--- src/rtl/lpm_consts.svh ---
`ifndef LPM_CONSTS_SVH
`define LPM_CONSTS_SVH
// How it works
// Option picks full stop or halt
// Full stop gates oscillator and watchdog
// Stop entry clears timer flags, enables
// Any entry clears mask, sets external enable
// Other state left untouched in stop
// Stop wakes on external irq or reset
// Stop exit waits 224 or 4064 cycles
// Halt gates cpu clock, timers run
// Halt ends on timer, irq, reset
// Halt exit delay continues from counter
// Wait gates cpu clock, timers run
// Enabled timer interrupt ends wait
// Wait ends on irq or reset
// Watchdog runs except in full stop
// Systems with watchdog should use halt
// Disable watchdog for long waits, stop
// External enable gates external flag
// Reset wake runs normal reset sequence

// ****************************************
// Register map (APB byte offsets)
// ****************************************
`define LPM_CTRL_ADDR 12'h000
`define LPM_STAT_ADDR 12'h004
`define LPM_IRQST_ADDR 12'h008
`define LPM_IRQMSK_ADDR 12'h00C

// ****************************************
// Field positions and reset values
// ****************************************
`define LPM_CTRL_OVF_FLAG 0
`define LPM_CTRL_PER_FLAG 1
`define LPM_CTRL_OVF_EN 2
`define LPM_CTRL_PER_EN 3
`define LPM_CTRL_EXT_EN 4
`define LPM_CTRL_EXT_FLAG 5
`define LPM_CTRL_IMASK 6
`define LPM_CTRL_RESET 7'h50
`define LPM_EV_ENTER 0
`define LPM_EV_WAKE 1

// ****************************************
// Timing counts (in system clock cycles)
// ****************************************
`define LPM_DELAY_SHORT 12'd224
`define LPM_DELAY_LONG 12'd4064
`endif

--- src/rtl/lpm_pkg.sv ---
package lpm_pkg;
  // Low-power state machine
  typedef enum logic [2:0] {
    ST_RUN = 3'b000,
    ST_WAIT = 3'b001,
    ST_HALT = 3'b010,
    ST_STOP = 3'b011,
    ST_DELAY = 3'b100
  } lpm_state_t;
endpackage

--- src/rtl/low_power_mode_control.sv ---
`include "lpm_consts.svh"
module low_power_mode_control #(
  parameter bit STOP_IS_HALT = 1'b0, // Build option
  parameter bit LONG_DELAY = 1'b1, // Build option
  parameter bit WATCHDOG_ON = 1'b1 // Build option
) (
  input wire logic clk_sys, // System clock, 50 MHz
  input wire logic resetn, // Async reset, low
  input wire logic [11:0] paddr, // APB address
  input wire logic psel, // APB select
  input wire logic penable, // APB enable
  input wire logic pwrite, // APB direction
  input wire logic [31:0] pwdata, // APB write data
  output logic [31:0] prdata, // APB read data
  output logic pready, // APB ready
  output logic pslverr, // APB error
  input wire logic stopInstr, // Cpu executes stop, pulse
  input wire logic waitInstr, // Cpu executes wait, pulse
  input wire logic extIrqPin, // External request pin
  input wire logic timerOverflowEvt, // Timer overflow, pulse
  input wire logic periodicEvt, // Periodic tick, pulse
  input wire logic timer1Irq, // Second timer irq level
  output logic cpuClkEn, // Processor clock gate
  output logic oscEn, // Oscillator enable
  output logic watchdogRun, // Watchdog count enable
  output logic resumeAtReset, // Restart via reset vector
  output logic timerIrq, // Timer interrupt to cpu
  output logic extIrq, // External interrupt to cpu
  output logic irq // Block interrupt line
);
  // ****************************************
  // Pin synchroniser
  // ****************************************
  logic irqMeta, irqSync; // Two stage sync
  always_ff @(posedge clk_sys or negedge resetn) begin
    if (!resetn) begin
      irqMeta <= 1'b0;
      irqSync <= 1'b0;
    end else begin
      irqMeta <= extIrqPin;
      irqSync <= irqMeta;
    end
  end

  // ****************************************
  // Register bus decode
  // ****************************************
  logic wrEn; // Write in access phase
  logic [11:0] addr; // Byte address
  assign wrEn = psel && penable && pwrite;
  assign addr = paddr;

  function automatic logic hit(input logic [11:0] a,
                               input logic [11:0] b);
    hit = (a == b);
  endfunction

  // ****************************************
  // State and control
  // ****************************************
  lpm_pkg::lpm_state_t state, next_state; // Mode
  logic [6:0] ctrl, next_ctrl; // Timer and irq bits
  logic [11:0] delayCnt, next_delayCnt; // Stabilisation
  logic [1:0] evSt, next_evSt; // Sticky events
  logic [1:0] evMsk, next_evMsk; // Event mask
  logic [31:0] next_prdata; // Read data
  logic next_timerIrq, next_extIrq, next_irq; // Outputs
  logic next_cpuClkEn, next_oscEn, next_wdRun; // Gates
  logic extPending, timerPending, wake; // Wake terms
  logic [11:0] delayMax; // Selected delay
  logic [1:0] evSet; // Event pulses

  assign delayMax = LONG_DELAY ? `LPM_DELAY_LONG : `LPM_DELAY_SHORT;

  // ****************************************
  // Next values for mode, bits and counter
  // ****************************************
  // One process owns every piece of mode state, so
  // software writes, hardware sets and mode entry
  // side effects resolve in a single fixed order:
  // software first, hardware events next, mode
  // entry last.
  always_comb begin
    // Default: everything holds
    next_state = state;
    next_ctrl = ctrl;
    next_delayCnt = delayCnt;
    next_evSt = evSt;
    next_evMsk = evMsk;
    evSet = 2'b00;

    // Software writes to control bits
    if (wrEn && hit(addr, `LPM_CTRL_ADDR)) begin
      next_ctrl = pwdata[6:0];
    end
    // Software writes to event mask
    if (wrEn && hit(addr, `LPM_IRQMSK_ADDR)) begin
      next_evMsk = pwdata[1:0];
    end

    // Hardware flag sets win over software clears; a clear
    // in the same cycle would lose a real request
    if (irqSync) begin
      next_ctrl[`LPM_CTRL_EXT_FLAG] = 1'b1;
    end
    // Timers run unless oscillator is off
    if (state != lpm_pkg::ST_STOP) begin
      if (timerOverflowEvt) begin
        next_ctrl[`LPM_CTRL_OVF_FLAG] = 1'b1;
      end
      if (periodicEvt) begin
        next_ctrl[`LPM_CTRL_PER_FLAG] = 1'b1;
      end
    end

    // Gated external request
    extPending = next_ctrl[`LPM_CTRL_EXT_FLAG] &&
      next_ctrl[`LPM_CTRL_EXT_EN];
    // Any enabled timer source; second timer is a level
    timerPending = timer1Irq ||
      (next_ctrl[`LPM_CTRL_OVF_FLAG] &&
       next_ctrl[`LPM_CTRL_OVF_EN]) ||
      (next_ctrl[`LPM_CTRL_PER_FLAG] &&
       next_ctrl[`LPM_CTRL_PER_EN]);
    wake = 1'b0;

    case (state)
      lpm_pkg::ST_RUN: begin
        // Counter free-runs so halt exit is arbitrary
        next_delayCnt = (delayCnt >= delayMax - 12'd1) ? 12'd0
          : delayCnt + 12'd1;
        if (stopInstr || waitInstr) begin
          // Every entry opens the external wake path
          next_ctrl[`LPM_CTRL_IMASK] = 1'b0;
          next_ctrl[`LPM_CTRL_EXT_EN] = 1'b1;
          evSet[`LPM_EV_ENTER] = 1'b1;
          if (waitInstr) begin
            next_state = lpm_pkg::ST_WAIT;
          end else if (STOP_IS_HALT) begin
            next_state = lpm_pkg::ST_HALT;
          end else begin
            next_state = lpm_pkg::ST_STOP;
            // These four bits clear; mask cleared and ext enable set above, rest kept
            next_ctrl[`LPM_CTRL_OVF_FLAG] = 1'b0;
            next_ctrl[`LPM_CTRL_PER_FLAG] = 1'b0;
            next_ctrl[`LPM_CTRL_OVF_EN] = 1'b0;
            next_ctrl[`LPM_CTRL_PER_EN] = 1'b0;
          end
        end
      end

      lpm_pkg::ST_WAIT: begin
        // Timer or external request ends wait
        if (timerPending || extPending) begin
          next_state = lpm_pkg::ST_RUN;
          wake = 1'b1;
        end
      end

      lpm_pkg::ST_HALT: begin
        // Counter keeps running, exit delay is unknown
        next_delayCnt = (delayCnt >= delayMax - 12'd1) ? 12'd0
          : delayCnt + 12'd1;
        if (timerPending || extPending) begin
          next_state = lpm_pkg::ST_DELAY;
          wake = 1'b1;
        end
      end

      lpm_pkg::ST_STOP: begin
        // Only the external request wakes full stop;
        // timers are frozen so they cannot help here
        if (extPending) begin
          next_state = lpm_pkg::ST_DELAY;
          next_delayCnt = 12'd0;
          wake = 1'b1;
        end
      end

      lpm_pkg::ST_DELAY: begin
        // Hold cpu clock until counter reaches end
        if (delayCnt >= delayMax - 12'd1) begin
          next_state = lpm_pkg::ST_RUN;
          next_delayCnt = 12'd0;
        end else begin
          next_delayCnt = delayCnt + 12'd1;
        end
      end

      default: begin
        // Illegal code: fall back to run
        next_state = lpm_pkg::ST_RUN;
      end
    endcase

    // Sticky event bits, written one to clear
    evSet[`LPM_EV_WAKE] = wake;
    if (wrEn && hit(addr, `LPM_IRQST_ADDR)) begin
      next_evSt = evSt & ~pwdata[1:0];
    end
    next_evSt = next_evSt | evSet; // Set beats clear
  end

  // Output and read data decode
  always_comb begin
    next_cpuClkEn = (next_state == lpm_pkg::ST_RUN);
    next_oscEn = (next_state != lpm_pkg::ST_STOP);
    next_wdRun = WATCHDOG_ON &&
      (next_state != lpm_pkg::ST_STOP);
    next_timerIrq = timerPending && !next_ctrl[`LPM_CTRL_IMASK];
    next_extIrq = extPending && !next_ctrl[`LPM_CTRL_IMASK];
    next_irq = |(next_evSt & next_evMsk);
    next_prdata = 32'h0000_0000;
    if (psel && !penable && !pwrite) begin
      if (hit(addr, `LPM_CTRL_ADDR)) begin
        next_prdata = {25'h0, ctrl};
      end else if (hit(addr, `LPM_STAT_ADDR)) begin
        next_prdata = {25'h0, delayCnt[3:0], state};
      end else if (hit(addr, `LPM_IRQST_ADDR)) begin
        next_prdata = {30'h0, evSt};
      end else if (hit(addr, `LPM_IRQMSK_ADDR)) begin
        next_prdata = {30'h0, evMsk};
      end else begin
        next_prdata = 32'h0000_0000;
      end
    end else begin
      next_prdata = prdata;
    end
  end

  // Register all state; reset restarts at run
  always_ff @(posedge clk_sys or negedge resetn) begin
    if (!resetn) begin
      state <= lpm_pkg::ST_RUN;
      ctrl <= `LPM_CTRL_RESET;
      delayCnt <= 12'd0;
      evSt <= 2'b00;
      evMsk <= 2'b00;
      prdata <= 32'h0000_0000;
      pready <= 1'b0;
      pslverr <= 1'b0;
      cpuClkEn <= 1'b1;
      oscEn <= 1'b1;
      watchdogRun <= 1'b0;
      resumeAtReset <= 1'b1;
      timerIrq <= 1'b0;
      extIrq <= 1'b0;
      irq <= 1'b0;
    end else begin
      state <= next_state;
      ctrl <= next_ctrl;
      delayCnt <= next_delayCnt;
      evSt <= next_evSt;
      evMsk <= next_evMsk;
      prdata <= next_prdata;
      // Ready in the first cycle of the access phase
      pready <= psel && !penable;
      pslverr <= psel && !penable && !(hit(addr, `LPM_CTRL_ADDR) ||
        hit(addr, `LPM_STAT_ADDR) || hit(addr, `LPM_IRQST_ADDR) ||
        hit(addr, `LPM_IRQMSK_ADDR));
      cpuClkEn <= next_cpuClkEn;
      oscEn <= next_oscEn;
      watchdogRun <= next_wdRun;
      resumeAtReset <= 1'b0;
      timerIrq <= next_timerIrq;
      extIrq <= next_extIrq;
      irq <= next_irq;
    end
  end
endmodule

--- config.mk ---
export PLATFORM = sky130hd
export DESIGN_NAME = low_power_mode_control
export DESIGN_NICKNAME = d
export VERILOG_FILES = /design/src/rtl/lpm_pkg.sv /design/src/rtl/low_power_mode_control.sv
export VERILOG_INCLUDE_DIRS = /design/src /design/src/rtl
export SDC_FILE = /design/constraint.sdc
export NUM_CORES = 1
export LEC_CHECK = 0
export ABC_CLOCK_PERIOD_IN_PS = 2600
export BUFFER_PORTS_ARGS = -buffer_cell sky130_fd_sc_hd__buf_4
export CAP_MARGIN = 20
export CORE_MARGIN = 3
export CORE_UTILIZATION = 49
export DETAILED_ROUTE_END_ITERATION = 16
export GPL_ROUTABILITY_DRIVEN = 0
export GPL_TIMING_DRIVEN = 1
export PLACE_DENSITY = 0.87
export SYNTH_ARGS = -nofsm -noshare
export SYNTH_HDL_FRONTEND = slang
export SYNTH_SLANG_ARGS = --single-unit
--- constraint.sdc ---
create_clock -name clk_sys -period 2.6 [get_ports clk_sys]
set_input_delay 0.13 -clock clk_sys [delete_from_list [all_inputs] [get_ports clk_sys]]
set_output_delay 0.13 -clock clk_sys [all_outputs]
set_load 0.01 [all_outputs]
==> flow_summary.ini <==
[worst_setup_path]
crit_type = flip-flop to flip-flop
path_max_fanout = 10
critPathCaptureType = flip-flop
worst_ep_required_time_ns = 2.77
arrival_ns = 2.44
worstSetupStartpointType = flip-flop

[placement]
port-buffer-count = 45
dp_hpwl_mm = 3.961
dp_slack_ns = 0.3979
dpl_cell_area_sq_mm = 0.002744

[logic_synthesis]
synth_edf_count = 0
async_flop_share = 1.000
ys_ff_latch = 44
synth.avg_cell_area_sq_um = 9.593
yosysMostFrequentCell = nand2_1
ys_types = 52
yosys-top-cells-count = nand2_1 (40), dfrtp_1 (39), o21ai_0 (26)
ys_seq_area_frac = 0.4527
synth_area_sq_mm = 0.002446
synth_area_leader_cell = dfrtp_1
ys.flop_type = dfrtp_1
synth_warnings = 0
synth.area.top_cells = dfrtp_1 (40%), buf_4 (7.7%), nand2_1 (6.1%)
synthCells = 255
yosysTopAreaCellShare = 0.3990

[sta]
grt_setup_unrepaired = no
max_freq_ghz = 0.4404
hold_viol = 0
fin_tns_setup_ns = 0
final-setup-viol-count = 0
tightestPinTransition_ns = 0.5809
slew-limit-headroom = 0.6101
setup_ws_ns = 0.3291
period_needed_ns = 2.271
skew_ns = 0.006845
finalCritPeriodShare = 0.8734
slew_viol_final = 0

[detailed_routing]
wl_mm = 5.189
wire_per_inst_um = 13.99
drt_iter0_markers = 205
vias = 2015
viasPerCell = 5.431
drc = 0
final_antenna_net_count = 0
first_pass_iters = 4

[floorplan]
io_pins = 96
coreArea_sq_mm = 0.004786
start_util = 0.5111
placementRows = 25
dieArea_sq_mm = 0.005876
die_y_um = 76.66
die_x_um = 76.66

[clock_tree]
cts_tree = yes
cts_resized = 0
clkSlewWorstSetupHoldPaths_ns = 0.08
clockBufferDepth = 2
clk_latency_ns = 0.30
htreeDepth = 2
cts_setup_buffers = 0
numCtsBuffers = 5
cts_hold_buf = 2
cts_root_buffer = clkbuf_8
clock_sinks = 44

[pwr]
power_density_mw_per_mm2 = 431.5
p_leak_uw = 0.001296
vdd_drop_max_mv = 0.2038

[finish]
antennaDiodeCount = 0
drive_above_1_share = 0.2368
multi_input_area_sq_mm = 0.001170
fillCellCount = 404
layout.nets = 359
final_cell_area_sq_mm = 0.002856
fin_util = 0.5969
area_growth_pct = 16.78
seq_area_sq_mm = 0.001107

[run]
maxCapViolations = 0

[global_routing]
grt_first_pass_wirelength_mm = 8.832
first_global_vias = 1857
grt_max_degree = 45
grt.overflow.total = 0
gr-usage-all-layers = 0.1851
antenna_found_initial = 0

[outcome]
status = completed

[min_path]
hold_path_class = primary input to flip-flop
[layer usage]
| layer | wire [um] | global-route usage | up-vias |
|---|---|---|---|
| met3 | 309 | 0.03521 | 6 |
| met1 | 2188 | 0.2419 | 972 |
| met4 | 78 | 0.06703 | 0 |
| met5 | 0 | 0 | - |
| li1 | - | - | 950 |
| met2 | 2612 | 0.3076 | 87 |
[final timing paths]
path	depth (start not counted)	end	startpoint	slack, ns
min reg2reg	0	irqSync	irqMeta	0.36
max	5	delayCnt[9]	delayCnt[0]	0.33
max in group asynchronous	2	ctrl[6]	resetn	1.87
min	2	pready	penable	0.01
max reg2reg	5	delayCnt[9]	delayCnt[0]	0.33
min in group asynchronous	2	delayCnt[6]	resetn	0.35
[worst max-delay path, stage by stage, from the launching register on]
cell and delay, ns:
dfrtp_1 0.45, ha_1 0.26, and4_1 0.22, o2111a_1 0.27, or3b_2 0.57, o31ai_1 0.37
[logic make-up (layout without fill, tap and decap cells)]
family	after synthesis	after routing	share of synthesized area
DFF	44	44	0.4527
other	1	26	0.001533
xor gates and xnor gates	1	1	0.003581
muxes	5	5	0.03632
adders and majority gates	1	1	0.005114
and+or+nand+nor	100	100	0.2225
AOI/OAI and AO/OA	63	63	0.1708
buffers and inverters	40	64	0.1074
[registers in the layout, summed over array words and instances, names as in the netlist, 2 cells and up]
signal / cells
evMsk: 2
state: 3
ctrl: 7
evSt: 2
delayCnt: 12
prdata: 7
[final cells by class]
type / instances / share of cell area
inverters: 6 / 0.007884
clock inverters: 2 / 0.003504
flip-flops and latches: 44 / 0.3876
clock buffers: 6 / 0.02891
well taps: 67 / 0.02935
multi-input cells: 196 / 0.4095
repair buffers: 50 / 0.1332
[power by group]
group          leakage, uW  internal [uW]  switching, uW  total, uW
clock network    0.0000510            212            220        431
logic             0.000714           46.3           63.3        110
registers         0.000531            690           1.70        691
[metrics by stage]
stage	instances	power (uW)	hold slack (ns)
4_1_cts	371	1245	0.003975
3_5_place_dp	361	811.5	0.1524
6_report	371	1232	0.01161
5_1_grt	371	1285	0.008221
3_3_place_gp	361	808.9	0.1467
2_1_floorplan	280	773.7	-0.1656
[placed cells by master, fill, tap and decap left out, types with 3 or more instances in the layout]
master	instances
inv_1	6
nor3_1	3
nor2b_1	3
nor2_1	10
and4_1	5
and2_1	8
clkbuf_8	6
a22oi_1	5
a21oi_1	5
dfrtp_1	39
dfstp_2	5
nand2_1	40
o31ai_1	4
nand3_1	11
conb_1	26
nand3b_1	4
buf_4	48
nand4_1	3
o21ai_0	26
and3_1	3
a31oi_1	5
No activity file was read; power rests on OpenSTA's default activity.
